===== src/dos_pkg.sv =====
// dos_pkg: constants, register map and types for the drive output signal logic
// assumes an APB slave with 32-bit data and a 40 MHz control clock
package dos_pkg;
  localparam int unsigned CLK_HZ     = 40_000_000;
  localparam int unsigned FAN_RUN_MIN = 5;
  localparam longint unsigned FAN_HOLD_CYC = longint'(FAN_RUN_MIN) * 60 * CLK_HZ;
  localparam int unsigned HOUR_S     = 3600;
  localparam longint unsigned HOUR_CYC = longint'(HOUR_S) * CLK_HZ;
  localparam logic [15:0] LVL_FINE_MAX = 16'h270F;
  localparam logic [15:0] LVL_STEP_FINE   = 16'h000A;
  localparam logic [15:0] LVL_STEP_COARSE = 16'h0064;

  localparam logic [11:0] ADDR_SEL       = 12'h000;
  localparam logic [11:0] ADDR_COMB1     = 12'h004;
  localparam logic [11:0] ADDR_COMB2     = 12'h008;
  localparam logic [11:0] ADDR_COMB3     = 12'h00C;
  localparam logic [11:0] ADDR_ZERO_THR  = 12'h010;
  localparam logic [11:0] ADDR_TIME_LVL  = 12'h014;
  localparam logic [11:0] ADDR_FAN       = 12'h018;
  localparam logic [11:0] ADDR_AMBIENT   = 12'h01C;
  localparam logic [11:0] ADDR_STATUS    = 12'h020;
  localparam logic [11:0] ADDR_FAN_TIME  = 12'h024;

  localparam logic [5:0] SIG_RTO  = 6'h0B;
  localparam logic [5:0] SIG_PTO  = 6'h0C;
  localparam logic [5:0] SIG_ZERO = 6'h15;
  localparam logic [5:0] SIG_CMB1 = 6'h21;
  localparam logic [5:0] SIG_CMB3 = 6'h23;
  localparam logic [5:0] SIG_CAPW = 6'h27;
  localparam logic [5:0] SIG_FANW = 6'h28;
  localparam logic [5:0] SIG_R62  = 6'h3E;
  localparam logic [5:0] SIG_NONE = 6'h3F;

  localparam logic [15:0] ZERO_THR_RST = 16'h0000;
  localparam logic [15:0] ZERO_THR_MAX = 16'h2710;
  localparam logic signed [7:0] AMB_MIN = 8'shF6;
  localparam logic signed [7:0] AMB_MAX = 8'sh32;
  localparam logic signed [7:0] AMB_RST = 8'sh28;
  localparam logic [31:0] FAN_LIFE_AT40 = 32'h0000_EA60;

  typedef enum logic [1:0] {
    DOS_OP_AND = 2'b00,
    DOS_OP_OR  = 2'b01,
    DOS_OP_XOR = 2'b10
  } dos_op_e;

  typedef enum logic [1:0] {
    DOS_FAN_ALWAYS = 2'b00,
    DOS_FAN_RUN    = 2'b01,
    DOS_FAN_TEMP   = 2'b10
  } dos_fan_e;

  typedef struct packed {
    logic [5:0] operand_a;
    logic [5:0] operand_b;
    dos_op_e    op;
  } dos_comb_s;

  typedef struct packed {
    logic run;
    logic power_on_hour;
    logic run_hour;
    logic pos_ctrl;
    logic fin_hot;
    logic cap_life_warn;
  } dos_stat_s;
endpackage


===== src/dos_combiner.sv =====
// dos_combiner: one two-operand logic combiner over the 64-code signal vector
// assumes operand codes were screened before they reach this module
`timescale 1ns/1ps
`default_nettype none
module dos_combiner (
  input  wire logic [63:0]      sig_vec,
  input  wire dos_pkg::dos_comb_s cfg,
  output logic                  result
);
  wire a_bit = sig_vec[cfg.operand_a];
  wire b_bit = sig_vec[cfg.operand_b];
  assign result = (cfg.op == dos_pkg::DOS_OP_OR)  ? (a_bit | b_bit) :
                  (cfg.op == dos_pkg::DOS_OP_XOR) ? (a_bit ^ b_bit) :
                  (a_bit & b_bit);
endmodule
`default_nettype wire


===== src/dos_top.sv =====
// dos_top: status output generation and routing for output terminals and relay
// assumes APB master on clk; status inputs come from logic on the same clock
// Overview of operation
// Selector code 11 routes run-time-over, code 12 routes power-on-time-over.
// Code 21 routes zero-speed flag while frequency is below threshold.
// Zero-speed compares motor frequency during position control, else output frequency.
// Codes 33, 34, 35 route combiner one, two, three results.
// Each combiner has its own operand a, operand b, operator settings.
// Operator 00 is AND, 01 is OR, 02 is XOR.
// Operands take codes 0..63 but reject 33..35, 62, 63.
// Code 39 routes the capacitor life warning.
// Life monitor shows capacitor and fan life warnings.
// Fan mode: 00 always, 01 running plus 5 minutes, 02 fin temperature.
// Writing 01 to fan clear zeroes fan time, then returns to 00.
// Fan stops during power loss, resumes on its own afterwards.
// Code 40 routes fan life warning from fan hours and ambient.
// Ambient setting accepts -10 to 50 degrees, default 40.
// Time level 0 disables; 10-hour or 100-hour steps; flag when exceeded.
// Zero-speed drops when compared frequency is at or above threshold.
//
// The implementer's own choices: the register addresses and the APB register port.
`timescale 1ns/1ps
`default_nettype none
module dos_top #(
  parameter longint unsigned HOUR_CYCLES = dos_pkg::HOUR_CYC,
  parameter longint unsigned FAN_HOLD    = dos_pkg::FAN_HOLD_CYC,
  parameter int unsigned     FREQ_W      = 16
) (
  input  wire logic              clk,
  input  wire logic              sys_rst,
  input  wire logic              psel,
  input  wire logic              penable,
  input  wire logic              pwrite,
  input  wire logic [11:0]       paddr,
  input  wire logic [31:0]       pwdata,
  output logic                   pready,
  output logic [31:0]            prdata,
  output logic                   pslverr,
  input  wire logic [63:0]       ext_sig,
  input  wire dos_pkg::dos_stat_s stat,
  input  wire logic              power_ok,
  input  wire logic [FREQ_W-1:0] out_freq,
  input  wire logic [FREQ_W-1:0] motor_freq,
  output logic                   term_one_out,
  output logic                   term_two_out,
  output logic                   relay_out,
  output logic                   fan_on,
  output logic [1:0]             life_assessment_monitor
);
  // power_ok comes from the supply monitor pin: two flops first
  logic pwr_s1_r;
  logic pwr_s2_r;
  always_ff @(posedge clk) begin
    pwr_s1_r <= sys_rst ? 1'b0 : power_ok;
    pwr_s2_r <= sys_rst ? 1'b0 : pwr_s1_r;
  end

  // settings
  logic [5:0]          output_terminal_one_selector_r;
  logic [5:0]          output_terminal_two_selector_r;
  logic [5:0]          relay_output_selector_r;
  dos_pkg::dos_comb_s  comb_r [3];
  logic [15:0]         zero_frequency_threshold_r;
  logic [15:0]         time_level_setting_r;
  dos_pkg::dos_fan_e   fan_mode_setting_r;
  logic                fan_time_clear_setting_r;
  logic signed [7:0]   ambient_temperature_setting_r;

  // apb decode
  wire wr_acc = psel & penable & pwrite;
  wire rd_acc = psel & penable & ~pwrite;
  wire hit_sel   = paddr == dos_pkg::ADDR_SEL;
  wire hit_c1    = paddr == dos_pkg::ADDR_COMB1;
  wire hit_c2    = paddr == dos_pkg::ADDR_COMB2;
  wire hit_c3    = paddr == dos_pkg::ADDR_COMB3;
  wire hit_thr   = paddr == dos_pkg::ADDR_ZERO_THR;
  wire hit_lvl   = paddr == dos_pkg::ADDR_TIME_LVL;
  wire hit_fan   = paddr == dos_pkg::ADDR_FAN;
  wire hit_amb   = paddr == dos_pkg::ADDR_AMBIENT;
  wire hit_stat  = paddr == dos_pkg::ADDR_STATUS;
  wire hit_ftime = paddr == dos_pkg::ADDR_FAN_TIME;
  wire hit_any   = hit_sel | hit_c1 | hit_c2 | hit_c3 | hit_thr | hit_lvl |
                   hit_fan | hit_amb | hit_stat | hit_ftime;

  // operand screening: bad codes leave the old value in place
  function automatic logic operand_ok(input logic [5:0] code);
    operand_ok = !((code >= dos_pkg::SIG_CMB1 && code <= dos_pkg::SIG_CMB3) ||
                   code >= dos_pkg::SIG_R62);
  endfunction
  wire [5:0] wa = pwdata[5:0];
  wire [5:0] wb = pwdata[13:8];
  wire [1:0] wop = pwdata[17:16];
  wire comb_ok = operand_ok(wa) && operand_ok(wb) && (wop <= 2'b10);
  wire thr_ok = pwdata[15:0] <= dos_pkg::ZERO_THR_MAX;
  wire signed [7:0] wamb = pwdata[7:0];
  wire amb_ok = (wamb >= dos_pkg::AMB_MIN) && (wamb <= dos_pkg::AMB_MAX);
  wire fan_ok = pwdata[1:0] <= 2'b10;

  wire [2:0] comb_hit = {hit_c3, hit_c2, hit_c1};
  genvar gi;
  generate
    for (gi = 0; gi < 3; gi++) begin : g_cfg
      always_ff @(posedge clk) begin
        if (sys_rst) begin
          comb_r[gi] <= '{operand_a: 6'h00, operand_b: 6'h00,
                          op: dos_pkg::DOS_OP_AND};
        end else if (wr_acc && comb_hit[gi] && comb_ok) begin
          comb_r[gi] <= '{operand_a: wa, operand_b: wb,
                          op: dos_pkg::dos_op_e'(wop)};
        end
      end
    end
  endgenerate

  always_ff @(posedge clk) begin
    if (sys_rst) begin
      output_terminal_one_selector_r <= dos_pkg::SIG_NONE;
      output_terminal_two_selector_r <= dos_pkg::SIG_NONE;
      relay_output_selector_r        <= dos_pkg::SIG_NONE;
      zero_frequency_threshold_r     <= dos_pkg::ZERO_THR_RST;
      time_level_setting_r           <= 16'h0000;
      fan_mode_setting_r             <= dos_pkg::DOS_FAN_RUN;
      ambient_temperature_setting_r  <= dos_pkg::AMB_RST;
    end else if (wr_acc) begin
      if (hit_sel) begin
        output_terminal_one_selector_r <= pwdata[5:0];
        output_terminal_two_selector_r <= pwdata[13:8];
        relay_output_selector_r        <= pwdata[21:16];
      end
      if (hit_thr && thr_ok) zero_frequency_threshold_r <= pwdata[15:0];
      if (hit_lvl) time_level_setting_r <= pwdata[15:0];
      if (hit_fan && fan_ok) fan_mode_setting_r <= dos_pkg::dos_fan_e'(pwdata[1:0]);
      if (hit_amb && amb_ok) ambient_temperature_setting_r <= wamb;
    end
  end

  // clear request self-returns to zero the cycle after it acts
  always_ff @(posedge clk) begin
    if (sys_rst) fan_time_clear_setting_r <= 1'b0;
    else fan_time_clear_setting_r <= wr_acc && hit_fan && (pwdata[9:8] == 2'b01);
  end

  // time-over flags: level in hours is 10x or 100x the setting
  wire [23:0] lvl_hours = (time_level_setting_r > dos_pkg::LVL_FINE_MAX) ?
                          24'(time_level_setting_r) * 24'(dos_pkg::LVL_STEP_COARSE) :
                          24'(time_level_setting_r) * 24'(dos_pkg::LVL_STEP_FINE);
  wire lvl_on = time_level_setting_r != 16'h0000;
  // strict compare: reaching the level is not yet over
  logic [23:0] run_hours_r;
  logic [23:0] on_hours_r;
  always_ff @(posedge clk) begin
    if (sys_rst) begin
      run_hours_r <= 24'h000000;
      on_hours_r  <= 24'h000000;
    end else begin
      if (stat.run_hour && run_hours_r != 24'hFFFFFF) run_hours_r <= run_hours_r + 24'h000001;
      if (stat.power_on_hour && on_hours_r != 24'hFFFFFF) on_hours_r <= on_hours_r + 24'h000001;
    end
  end
  wire run_time_over_flag      = lvl_on && (run_hours_r > lvl_hours);
  wire power_on_time_over_flag = lvl_on && (on_hours_r > lvl_hours);

  // zero speed
  wire [FREQ_W-1:0] cmp_freq = stat.pos_ctrl ? motor_freq : out_freq;
  wire zero_speed_flag = cmp_freq < FREQ_W'(zero_frequency_threshold_r);

  // fan control and its operating-hour counter
  logic [39:0] fan_hold_r;
  logic        fan_nxt;
  logic        run_d_r;
  always_comb begin
    case (fan_mode_setting_r)
      dos_pkg::DOS_FAN_ALWAYS: fan_nxt = 1'b1;
      dos_pkg::DOS_FAN_RUN:    fan_nxt = stat.run || run_d_r || (fan_hold_r != 40'h0);
      dos_pkg::DOS_FAN_TEMP:   fan_nxt = stat.fin_hot;
      default:                 fan_nxt = 1'b1;
    endcase
  end
  // run_d_r bridges the stop cycle before the hold count is loaded
  always_ff @(posedge clk) begin
    if (sys_rst) begin
      fan_hold_r <= 40'(FAN_HOLD);
      run_d_r    <= 1'b0;
      fan_on     <= 1'b0;
    end else begin
      run_d_r <= stat.run;
      if (run_d_r && !stat.run) fan_hold_r <= 40'(FAN_HOLD);
      else if (fan_hold_r != 40'h0) fan_hold_r <= fan_hold_r - 40'h1;
      fan_on <= fan_nxt && pwr_s2_r;
    end
  end

  logic [39:0] fan_tick_r;
  logic [31:0] fan_hours_r;
  always_ff @(posedge clk) begin
    if (sys_rst || fan_time_clear_setting_r) begin
      fan_tick_r  <= 40'h0;
      fan_hours_r <= 32'h0;
    end else if (fan_on) begin
      if (fan_tick_r == 40'(HOUR_CYCLES - 1)) begin
        fan_tick_r  <= 40'h0;
        fan_hours_r <= fan_hours_r + 32'h1;
      end else begin
        fan_tick_r <= fan_tick_r + 40'h1;
      end
    end
  end
  // life halves for any setting above 40, doubles for any below; coarse on purpose
  wire signed [8:0] amb_dev = 9'(ambient_temperature_setting_r) - 9'(dos_pkg::AMB_RST);
  wire [31:0] fan_life = (amb_dev > 9'sd0) ? (dos_pkg::FAN_LIFE_AT40 >> 1) :
                         (amb_dev < 9'sd0) ? (dos_pkg::FAN_LIFE_AT40 << 1) :
                         dos_pkg::FAN_LIFE_AT40;
  wire fan_life_warning       = fan_hours_r >= fan_life;
  wire capacitor_life_warning = stat.cap_life_warn;

  // signal vector and combiners
  logic [63:0] sig_vec;
  logic [2:0]  comb_out;
  always_comb begin
    sig_vec = ext_sig;
    sig_vec[dos_pkg::SIG_RTO]  = run_time_over_flag;
    sig_vec[dos_pkg::SIG_PTO]  = power_on_time_over_flag;
    sig_vec[dos_pkg::SIG_ZERO] = zero_speed_flag;
    sig_vec[dos_pkg::SIG_CAPW] = capacitor_life_warning;
    sig_vec[dos_pkg::SIG_FANW] = fan_life_warning;
    sig_vec[dos_pkg::SIG_CMB1 + 6'd0] = comb_out[0];
    sig_vec[dos_pkg::SIG_CMB1 + 6'd1] = comb_out[1];
    sig_vec[dos_pkg::SIG_CMB1 + 6'd2] = comb_out[2];
    sig_vec[dos_pkg::SIG_R62]  = 1'b0;
    sig_vec[dos_pkg::SIG_NONE] = 1'b0;
  end
  // operands never point at combiner outputs, so no loop exists
  wire [63:0] operand_vec = {sig_vec[63:36], 3'b000, sig_vec[32:0]};
  generate
    for (gi = 0; gi < 3; gi++) begin : g_comb
      dos_combiner u_comb (
        .sig_vec (operand_vec),
        .cfg     (comb_r[gi]),
        .result  (comb_out[gi])
      );
    end
  endgenerate

  always_ff @(posedge clk) begin
    if (sys_rst) begin
      term_one_out            <= 1'b0;
      term_two_out            <= 1'b0;
      relay_out               <= 1'b0;
      life_assessment_monitor <= 2'b00;
    end else begin
      term_one_out <= sig_vec[output_terminal_one_selector_r];
      term_two_out <= sig_vec[output_terminal_two_selector_r];
      relay_out    <= sig_vec[relay_output_selector_r];
      life_assessment_monitor <= {fan_life_warning, capacitor_life_warning};
    end
  end

  // apb: zero wait states, unmapped reads zero with error
  logic [31:0] rd_mux;
  always_comb begin
    rd_mux = 32'h0;
    if (hit_sel)   rd_mux = {10'h0, relay_output_selector_r, 2'b00,
                             output_terminal_two_selector_r, 2'b00,
                             output_terminal_one_selector_r};
    if (hit_c1)    rd_mux = {14'h0, comb_r[0].op, 2'b00, comb_r[0].operand_b,
                             2'b00, comb_r[0].operand_a};
    if (hit_c2)    rd_mux = {14'h0, comb_r[1].op, 2'b00, comb_r[1].operand_b,
                             2'b00, comb_r[1].operand_a};
    if (hit_c3)    rd_mux = {14'h0, comb_r[2].op, 2'b00, comb_r[2].operand_b,
                             2'b00, comb_r[2].operand_a};
    if (hit_thr)   rd_mux = {16'h0, zero_frequency_threshold_r};
    if (hit_lvl)   rd_mux = {16'h0, time_level_setting_r};
    if (hit_fan)   rd_mux = {22'h0, 1'b0, fan_time_clear_setting_r, 6'h0, fan_mode_setting_r};
    if (hit_amb)   rd_mux = {{24{ambient_temperature_setting_r[7]}},
                             ambient_temperature_setting_r};
    if (hit_stat)  rd_mux = {24'h0, run_time_over_flag, power_on_time_over_flag, zero_speed_flag,
                             comb_out, fan_life_warning, capacitor_life_warning};
    if (hit_ftime) rd_mux = fan_hours_r;
  end
  always_ff @(posedge clk) begin
    if (sys_rst) begin
      pready  <= 1'b0;
      prdata  <= 32'h0;
      pslverr <= 1'b0;
    end else begin
      pready  <= psel && !penable;
      prdata  <= (psel && !penable && !pwrite) ? rd_mux : 32'h0;
      pslverr <= psel && !penable && !hit_any;
    end
  end
  wire unused_ok = rd_acc;
endmodule
`default_nettype wire


===== config.mk =====
export PLATFORM = sky130hd
export DESIGN_NAME = dos_top
export DESIGN_NICKNAME = d
export VERILOG_FILES = /design/src/dos_pkg.sv /design/src/dos_combiner.sv /design/src/dos_top.sv
export SDC_FILE = /design/constraint.sdc
export NUM_CORES = 1
export LEC_CHECK = 0
export ABC_AREA = 1
export ABC_CLOCK_PERIOD_IN_PS = 18450
export BUFFER_PORTS_ARGS = -buffer_cell sky130_fd_sc_hd__clkbuf_2
export CAP_MARGIN = 20
export CORE_MARGIN = 4
export CORE_UTILIZATION = 50
export CTS_CLUSTER_DIAMETER = 40
export DETAILED_ROUTE_END_ITERATION = 6
export PLACE_DENSITY = 0.71
export SLEW_MARGIN = 10
export SYNTH_ARGS = -nofsm -noshare
export SYNTH_HDL_FRONTEND = slang
export SYNTH_HIERARCHICAL = 1
export SYNTH_SLANG_ARGS = --single-unit

===== constraint.sdc =====
create_clock -name clk -period 18.45 [get_ports clk]
set_input_delay 3.69 -clock clk [delete_from_list [all_inputs] [get_ports clk]]
set_output_delay 3.69 -clock clk [all_outputs]
set_load 0.05 [all_outputs]

; ---- Word-level counts from Yosys, hierarchy flattened
; Memory sizes are Yosys's and may differ from the RTL's.
; Cells that the tools add are included.
[classes]
n_mul = 2
bitwise_logic = 24
muxes = 54
n_lt_le_gt_ge = 27
n_reduce_logical = 47
div = 0
eq_ne = 21
addsub = 6
n_shift = 0
[op_table]
columns = op, count
row1 = $mux W32, 9
row2 = $lt A6 B7 Y1 const B, 9
row3 = $bmux W1 S6, 9
row4 = $add A24 B1 Y24 const B, 2
row5 = $eq A12 B5 Y1 const B, 4
row6 = $gt A24 B23 Y1, 2
row7 = $ne A24 B24 Y1 const B, 2
row8 = $mux W14, 3
row9 = $add A40 B1 Y40 const B, 1
row10 = $eq A40 B38 Y1 const B, 1
row11 = $mux W40, 1
row12 = $reduce_bool A40 Y1, 1
row13 = $sub A40 B1 Y40 const B, 1
row14 = $mux W17, 2
row15 = $add A32 B1 Y32 const B, 1
row16 = $ge A32 B17 Y1, 1
row17 = $mux W1, 26
row18 = $logic_and A1 B1 Y1, 25
row19 = $eq A12 B4 Y1 const B, 2
row20 = $eq A12 B6 Y1 const B, 2
row21 = $ge A6 B6 Y1 const B, 4
row22 = $mux W23, 1
row23 = $mux W22, 1
row24 = $mul A16 B5 Y21 const B, 1
row25 = other kinds (26), 70
[word_totals]
register_bits = 264
rom_bits = 0
wordCells = 206
ramBits = 42
n_memories = 1
latch_bits = 0
[mem_list]
columns = name, words, width, rd, rd_ports_with_merged_regs, write_ports, line_no
row1 = comb_r, 3, 14, 3, 0, 3, dos_top.sv:62  ; dos_pkg::dos_comb_s comb_r [3];

; ---- Depth between registers and ports, before layout
; Gate-level depths: netlist (run 1).
[depth]
depth_word = 12
depth_mapped = 51
mapped_depth_nobuf = 51

; ---- Hierarchy
; Netlist (run 1), hierarchy kept.
[by_module_without_submodules]
columns = module, n_inst, cells_per_inst, area_per_inst_um2
row1 = dos_top, 1, 2935, 20567.2
row2 = dos_combiner, 3, 314, 1491.4

; ---- Worst setup path after synthesis (run 1)
; No wires, ideal clock.
[synth_timing]
kind = input port to flip-flop
start = input port stat[2] (netlist bit)
end = register term_two_out
setup_time_ns = 0.132
t_arrival_ns = 7.404
path_stages = 26
path_buffers = 2
slack_ns = 10.914
path_cell_list = clkbuf_1 > buf_1 > mux2_2 > ha_1 > a21oi_1 > o21a_1 > o221ai_1 > a21oi_1 > nand2_1 > nand3_1 > nand3_1 > nand2_1 > nand2_1 > nand3_2 > nand3_2 > nand2_2 > inv_2 > ha_1 > nand2_1 > o221ai_1 > o21ai_0 > o21ai_0 > o221ai_1 > nand3_1 > o311ai_0 > a21oi_1
[synth_between]
elab_chain_cells = 9
word_cells_on_any_way = 31
cone_classes = order compare: 1 / mux: 21 / bitwise: 9
[synth_lines]
columns = item, line_no
row1 = start: declaration, dos_top.sv:40  ; input wire dos_pkg::dos_stat_s stat,
row2 = $mux W16 *, dos_top.sv:164  ; wire [FREQ_W-1:0] cmp_freq = stat.pos_ctrl ? motor_freq : out_freq;
row3 = $lt A16 B16 Y1 *, dos_top.sv:165  ; wire zero_speed_flag = cmp_freq < FREQ_W'(zero_frequency_threshold_r);
row4 = net zero_speed_flag, dos_top.sv:165
row5 = $bmux W1 S6 (on tied branches), "dos_combiner.sv:10, dos_combiner.sv:11"
row6 = $mux W1 (on tied branches), "dos_combiner.sv:10, dos_combiner.sv:11"
row7 = $and A1 B1 Y1 or $xor A1 B1 Y1 (tied branches), "dos_combiner.sv:14, dos_combiner.sv:13"
row8 = $mux W1, dos_combiner.sv:13  ; (cfg.op == dos_pkg::DOS_OP_XOR) ? (a_bit ^ b_bit) :
row9 = $mux W1 *, dos_combiner.sv:12  ; assign result = (cfg.op == dos_pkg::DOS_OP_OR) ? (a_bit | b_bit) :
row10 = net comb_out[0], dos_top.sv:218  ; logic [2:0] comb_out;
row11 = $bmux W1 S6 *, dos_top.sv:252  ; term_two_out <= sig_vec[output_terminal_two_selector_r];
row12 = $mux W1 (implied by the code) *, dos_top.sv:252
row13 = end signal: assignment, dos_top.sv:252
row14 = end: declaration, dos_top.sv:45  ; output logic term_two_out,
; Mark *: on every way through the listed nets, which the timed path passes. The rest lies on a longest branch. The select of a mux whose other input is x is not followed.
; A chain may end at the register's enable or synchronous reset.

; ---- Final worst setup path (run 1)
[layout_timing]
start = register time_level_setting_r[10]
end = register term_one_out
[layout_between]
elab_chain_cells = 11
word_cells_on_any_way = 38
cone_classes = mul: 2 / order compare: 3 / mux: 21 / bitwise: 9 / reduce/logical: 3
[layout_lines]
columns = item, line_no
row1 = start: declaration, dos_top.sv:64  ; logic [15:0] time_level_setting_r;
row2 = start signal: assignment, dos_top.sv:131  ; if (hit_lvl) time_level_setting_r <= pwdata[15:0];
row3 = $mul A16 B3 Y19 (tied with other cells), dos_top.sv:146  ; 24'(time_level_setting_r) * 24'(dos_pkg::LVL_STEP_FINE);
row4 = $mux W23, dos_top.sv:144  ; wire [23:0] lvl_hours = (time_level_setting_r > dos_pkg::LVL_FINE_MAX) ?
row5 = $gt A24 B23 Y1, dos_top.sv:160  ; wire run_time_over_flag = lvl_on && (run_hours_r > lvl_hours);
row6 = $logic_and A1 B1 Y1 *, dos_top.sv:160
row7 = net run_time_over_flag, dos_top.sv:160
row8 = $bmux W1 S6 (on tied branches), "dos_combiner.sv:10, dos_combiner.sv:11"
row9 = $mux W1 (on tied branches), "dos_combiner.sv:10, dos_combiner.sv:11"
row10 = $and A1 B1 Y1 or $xor A1 B1 Y1 (tied branches), "dos_combiner.sv:14, dos_combiner.sv:13"
row11 = $mux W1, dos_combiner.sv:13
row12 = $mux W1 *, dos_combiner.sv:12
row13 = net comb_out[0], dos_top.sv:218
row14 = $bmux W1 S6 *, dos_top.sv:251  ; term_one_out <= sig_vec[output_terminal_one_selector_r];
row15 = $mux W1 (implied by the code) *, dos_top.sv:251
row16 = end signal: assignment, dos_top.sv:251
row17 = end: declaration, dos_top.sv:44  ; output logic term_one_out,
; Marks and branches as above.

==> results of run 1 <==
==> cells in the mapped netlist (17+ instances only) <==
master | n | area share
a21oi_1 | 281 | 0.056
xor2_1 | 25 | 0.0087
nor2_1 | 345 | 0.052
a211oi_1 | 17 | 0.0051
ha_1 | 174 | 0.087
nor4_1 | 26 | 0.0065
inv_2 | 21 | 0.0031
o21ai_0 | 248 | 0.050
nand4_1 | 53 | 0.013
nor3_1 | 77 | 0.015
buf_6 | 42 | 0.019
clkbuf_1 | 82 | 0.012
nand3_1 | 414 | 0.083
inv_1 | 459 | 0.069
dfxtp_1 | 264 | 0.21
edfxtp_1 | 42 | 0.050
o211ai_1 | 51 | 0.015
o221ai_1 | 23 | 0.0080
nand2_1 | 966 | 0.14
==> power groups by stage <==
stage | clock (mW) | sequential, mW | combinational, mW
finish | 0.934 | 0.703 | 0.226
CTS | 0.946 | 0.703 | 0.217
global placement | 0 | 0.719 | 0.212
global route | 0.981 | 0.704 | 0.246
detailed placement | 0 | 0.718 | 0.216
floorplan | 0 | 0.709 | 0.147
==> cells by family (layout without fill, tap and decap cells) <==
group | count (synthesis) | after routing
adders and majority gates | 186 | 186
other | 1 | 30
and+or+nand+nor | 1976 | 1976
muxes | 16 | 16
buffers and inverters | 644 | 769
DFF | 306 | 306
xor gates and xnor gates | 40 | 40
AOI/OAI and AO/OA | 708 | 708
==> routing by layer <==
metal  global-route usage  up-vias  part of all wire
met5                    0        -           0.00015
met4               0.1762        2             0.066
met3              0.06317      334              0.11
li1                     -    13190                 -
met2               0.4624     1417              0.41
met1               0.4201    11930              0.41
==> worst min path at each step <==
stage / to / slack, ns / depth (start not counted)
after floorplan: pwr_s2_r / 0.39 / 2
after global placement: fan_on / 0.42 / 2
after detailed placement: fan_on / 0.43 / 2
after CTS: fan_on / 0.44 / 2
after global routing: fan_on / 0.45 / 2
final: fan_on / 0.43 / 2
==> critical path, delay by kind of cell (launching register included) <==
kind            cells  cell delay (ns)
simple gates       19             2.44
compound gates     13             2.49
flops               1             0.53
buf+inv             6             0.79
fa+ha+maj           6             2.05
==> area by class of cell <==
type	count	area (µm²)	share of cell area
Multi-Input combinational cell	2956	15790	0.5689
Sequential cell	306	6546	0.2359
Inverter	490	1869	0.06737
Clock inverter	36	484.2	0.01745
Clock buffer	50	1176	0.04239
Tap cell	664	830.8	0.02994
Timing Repair Buffer	193	1056	0.03806
==> state kept, by name, summed over array words and instances (netlist names), 8 cells and up <==
name / count
prdata: 32
ambient_temperature_setting_r: 8
fan_hours_r: 32
zero_frequency_threshold_r: 16
time_level_setting_r: 16
fan_hold_r: 40
run_hours_r: 24
comb_r: 42
fan_tick_r: 40
on_hours_r: 24
==> metrics, run 1 <==
mux share of post-synthesis cell area=0.007145; crit path to=term_one_out; post-route setup slack=9.988 ns; post-cts sizing count=0; FF-to-FF End=term_one_out; core footprint=49250 µm²; initial antenna violation count=1; P_sw=0.5416 mW; CTS Root Buffer Type=clkbuf_16; residual DRC count=0; Routed wire per std cell=18.36 µm; crit path capture type=register; largest family of logic cells by synthesized area=simple AND/OR/NAND/NOR gates; Worst Tran Pin Value=1.125 ns; GRT Util Overall=0.3109; DPL Wire Length=62030 µm; fin nets=4331; Tmin final=8.462 ns; Comb power frac=0.121; grt ovf=0; Reg2Reg Depth=44; asr flop ratio synth=0; HP Start=pwr_s2_r; Inst Count DP=4608; P_leak=12.73 nW; layout cells sized above 1=0.09849; Ports=192; # fillers=4918; postcts setup bufs=0; largest net degree at the start of global routing=91; n_diodes=0; TritonCTS Buffers=46; register area share after synthesis=0.2614; Post-Synth Adder-Cell Area=0.09653; HP Class=reg -> reg; most common cell after layout, fill and taps aside=nand2_1; Mapped Area=25040 µm²; Post-synth EDFFs=42; Final Max Tran Viols=0; Slew Limit Headroom=0.2479; Initial DRC Count=3254; vias in the first global route=23780; Place WS=10.20 ns; Power Total=1.863 mW; hold buffer count at cts=0; Die X=231.8 µm; most frequent cells in the layout=nand2_1, inv_1, nand3_1, nor2_1, a21oi_1; gpl congestion=0.9759; DP Area=26070 µm²; Worst Setup SP=time_level_setting_r[10]; Post-Syn Instances=3877; post-route cell area=27750 µm²; drt pass-1 iters=7; TNS Setup=0 ns; Setup-failing EPs final=0; die area=53730 µm²; CTS tree=yes; final hold slack=0.4335 ns; Vias/cell=5.724; part of the power in registers=0.378; Max stage delay on crit path=0.58 ns; Top FF cell, synth=dfxtp_1; VDD IR max=0.00006531 V; final hold vios=0; final wirelength=86210 µm; Power per Cell Area=67.14 nW/µm²; Post-Synth XOR/XNOR Area=0.01399; Area Overhead vs Synth=10.81%; Port Buffers=171; CP arrival=8.92 ns; ANT nets after route=0; CP Class=reg -> reg; fin crit share=0.4587; status=complete, no violations; detailed-route via count=26870; Worst EP required=18.91 ns; CP max FO=7; Yosys warning count=6; Max Buffers Root-to-Sink=3; CTS clock-pin slew for the worst setup and hold paths=0.06 ns; cell mode on critical path=nand3_1; Slowest-stage cell, CP=o221ai_1; unrepaired setup endpoints after global routing=no; post-layout util=0.5634; Initial Utilization=0.5084; syn_area_per_cell=6.459 µm²; clk sink count=306; Clock Power Share=0.501; max_cap viols=0; Cell variety after synth=65; die span in y=231.8 µm; CP Launch Type=register; RR Startpoint=time_level_setting_r[10]; Clock Skew=0.02395 ns; first-pass GRT wire length=133000 µm; reg2reg setup slack=9.99 ns; CTS H-tree depth=2; Internal=1.321 mW; simple-gate area share of the yosys netlist=0.3469; Rows=81; Compound-Gate Fraction of Synth Area=0.1609; worst-skew pair later-pin latency=0.60 ns; Seq cells post-synth=306; Peak Freq=118.2 MHz; sw frac=0.2907; final cell count without fillers=4695
Power figures use the tool's default switching activity.
==> run 2, diff against run 1 <==
--- a/config.mk
+++ b/config.mk
@@ -6,14 +6,14 @@
 export NUM_CORES = 1
 export LEC_CHECK = 0
 export ABC_AREA = 1
-export ABC_CLOCK_PERIOD_IN_PS = 18450
+export ABC_CLOCK_PERIOD_IN_PS = 6970
 export BUFFER_PORTS_ARGS = -buffer_cell sky130_fd_sc_hd__clkbuf_2
 export CAP_MARGIN = 20
 export CORE_MARGIN = 4
 export CORE_UTILIZATION = 50
 export CTS_CLUSTER_DIAMETER = 40
 export DETAILED_ROUTE_END_ITERATION = 6
-export PLACE_DENSITY = 0.71
+export PLACE_DENSITY = 0.74
 export SLEW_MARGIN = 10
 export SYNTH_ARGS = -nofsm -noshare
 export SYNTH_HDL_FRONTEND = slang
==> constraint.sdc (replaced) <==
create_clock -name clk -period 6.97 [get_ports clk]
set_input_delay 1.394 -clock clk [delete_from_list [all_inputs] [get_ports clk]]
set_output_delay 1.394 -clock clk [all_outputs]
set_load 0.05 [all_outputs]
==> metrics, run 2 (synthesis results as in run 1) <==
gpl congestion=0.9720 (-0.40%); VDD IR max=0.0001731 V (+170%); ANT nets after route=0 (unchanged); fin crit share=0.9554 (+0.4968); Initial DRC Count=3416 (+5.0%); Slowest-stage cell, CP=fa_1; die area=53730 µm² (unchanged); Inst Count DP=4673 (+1.4%); drt pass-1 iters=7 (unchanged); post-route setup slack=0.3106 ns (-9.677 ns); Max stage delay on crit path=0.53 ns (-0.05 ns); Initial Utilization=0.5084 (unchanged); final cell count without fillers=4764 (+1.5%); Ports=192 (unchanged); most frequent cells in the layout=nand2_1, inv_1, nand3_1, nor2_1, a21oi_1; Tmin final=6.659 ns (-1.803 ns); Clock Skew=0.01459 ns (-0.009360 ns); max FFs per register=42 (unchanged); layout cells sized above 1=0.1284 (+0.02993); post-route cell area=28450 µm² (+2.5%); CP arrival=7.06 ns (-1.86 ns); Slew Limit Headroom=0.3340 (+0.08614); DP Area=26530 µm² (+1.8%); CP Class=reg -> reg; HP Class=reg -> reg; Routed wire per std cell=18.03 µm (-1.8%); core footprint=49250 µm² (unchanged); Setup-failing EPs final=0 (unchanged); detailed-route via count=27330 (+1.7%); die span in y=231.8 µm (unchanged); Area Overhead vs Synth=13.60%; max_cap viols=0 (unchanged); residual DRC count=7 (+7); crit path capture type=register; DPL Wire Length=62220 µm (+0.31%); failing checks=DRC; CTS H-tree depth=2 (unchanged); Vias/cell=5.736 (+0.22%); CTS tree=yes; Power per Cell Area=166.2 nW/µm² (+150%); first-pass GRT wire length=132300 µm (-0.51%); final wirelength=85890 µm (-0.36%); P_leak=13.03 nW (+2.3%); grt ovf=0 (unchanged); Worst Tran Pin Value=0.9990 ns (-0.1261 ns); final hold slack=0.4554 ns (+0.02185 ns); most common cell after layout, fill and taps aside=nand2_1; Worst EP required=7.37 ns (-11.54 ns); largest net degree at the start of global routing=89 (-2.2%); worst-skew pair later-pin latency=0.57 ns (-0.03 ns); Most flops, register=comb_r; fin nets=4398 (+1.5%); initial antenna violation count=5 (+4); CTS Root Buffer Type=clkbuf_16; biggest regs=comb_r: 42 flops, fan_hold_r: 40 flops, fan_tick_r: 40 flops; TritonCTS Buffers=45 (-2.2%); clk sink count=306 (unchanged); vias in the first global route=24550 (+3.3%); Port Buffers=171 (unchanged); Rows=81 (unchanged); CTS clock-pin slew for the worst setup and hold paths=0.06 ns (about the same); Max Buffers Root-to-Sink=3 (unchanged); Die X=231.8 µm (unchanged); Final Max Tran Viols=0 (unchanged); CP max FO=6 (-1); GRT Util Overall=0.3061 (-0.004770); final hold vios=0 (unchanged); TNS Setup=0 ns (unchanged); Place WS=-0.1770 ns (-10.37 ns); CP Launch Type=register; Peak Freq=150.2 MHz (+27%); status=complete, but fails checks
==> run 2: changes by cell type in the layout (fill, tap and decap cells not counted), moves of 9 or more <==
cell,delta
ha_4,+12
nand2_1,-15
buf_4,+70
o21ai_0,-10
ha_1,-12
nand3_2,+9
nand2_2,+11
nand3_1,-9
==> run 2: report_power, final <==
part           internal, mW  total [mW]  switching [mW]
sequential             1.82        1.86          0.0476
combinational         0.192       0.604           0.411
clock                  1.31        2.26           0.945
total                  3.32        4.73            1.40
==> run 2: layout make-up <==
class / count / area [µm²]
clock buffers: 54 / 1242
inverters: 490 / 1877
clock inverters: 29 / 270.3
flip-flops and latches: 306 / 6554
diodes: 4 / 10.01
multi-input cells: 2956 / 16130
repair buffers: 261 / 1535
well taps: 664 / 830.8
fillers: 4777 / 20810
==> run 2: final timing paths <==
kind         cells past startpoint                     from  slack (ns)            to
min                              2                 pwr_s2_r        0.46        fan_on
max                             46  time_level_setting_r[7]        0.31  term_two_out
min reg2reg                      2                 pwr_s2_r        0.46        fan_on
max reg2reg                     46  time_level_setting_r[7]        0.31  term_two_out
==> run 2: repair_timing <==
| item | 4_1_cts | 5_1_grt |
|---|---|---|
| gates resized for setup | 5 | 81 |
| setup endpoints to repair | 3 | 6 |
| buffers inserted | 0 | 4 |
| pin swaps | 0 | 41 |
| hold buffers | 0 | 0 |
==> run 2: metal layers <==
layer | up-vias | routed length [µm] | share of wire | track usage
met5 | - | 20 | 0.00023 | 0
met4 | 2 | 6096 | 0.071 | 0.1735
met3 | 338 | 9581 | 0.11 | 0.05618
met2 | 1459 | 35700 | 0.42 | 0.4698
met1 | 12210 | 34500 | 0.40 | 0.4053
li1 | 13320 | - | - | -
==> run 2: per-stage QoR <==
| step | utilization | power [mW] |
|---|---|---|
| 2_1_floorplan | - | 2.265 |
| 3_3_place_gp | 0.5386 | 2.456 |
| 3_5_place_dp | 0.5386 | 2.464 |
| 4_1_cts | 0.5696 | 4.710 |
| 5_1_grt | 0.5774 | 4.888 |
| 6_report | 0.5776 | 4.728 |
==> run 2: critical path: cells and delay by family, from the launching register on <==
family	cells	cell delay, ns
buffers and inverters	10	1.00
adder cells (fa/ha/maj)	6	1.92
AO/OA/AOI/OAI	11	1.48
AND/OR/NAND/NOR	19	1.80
flip-flops	1	0.30
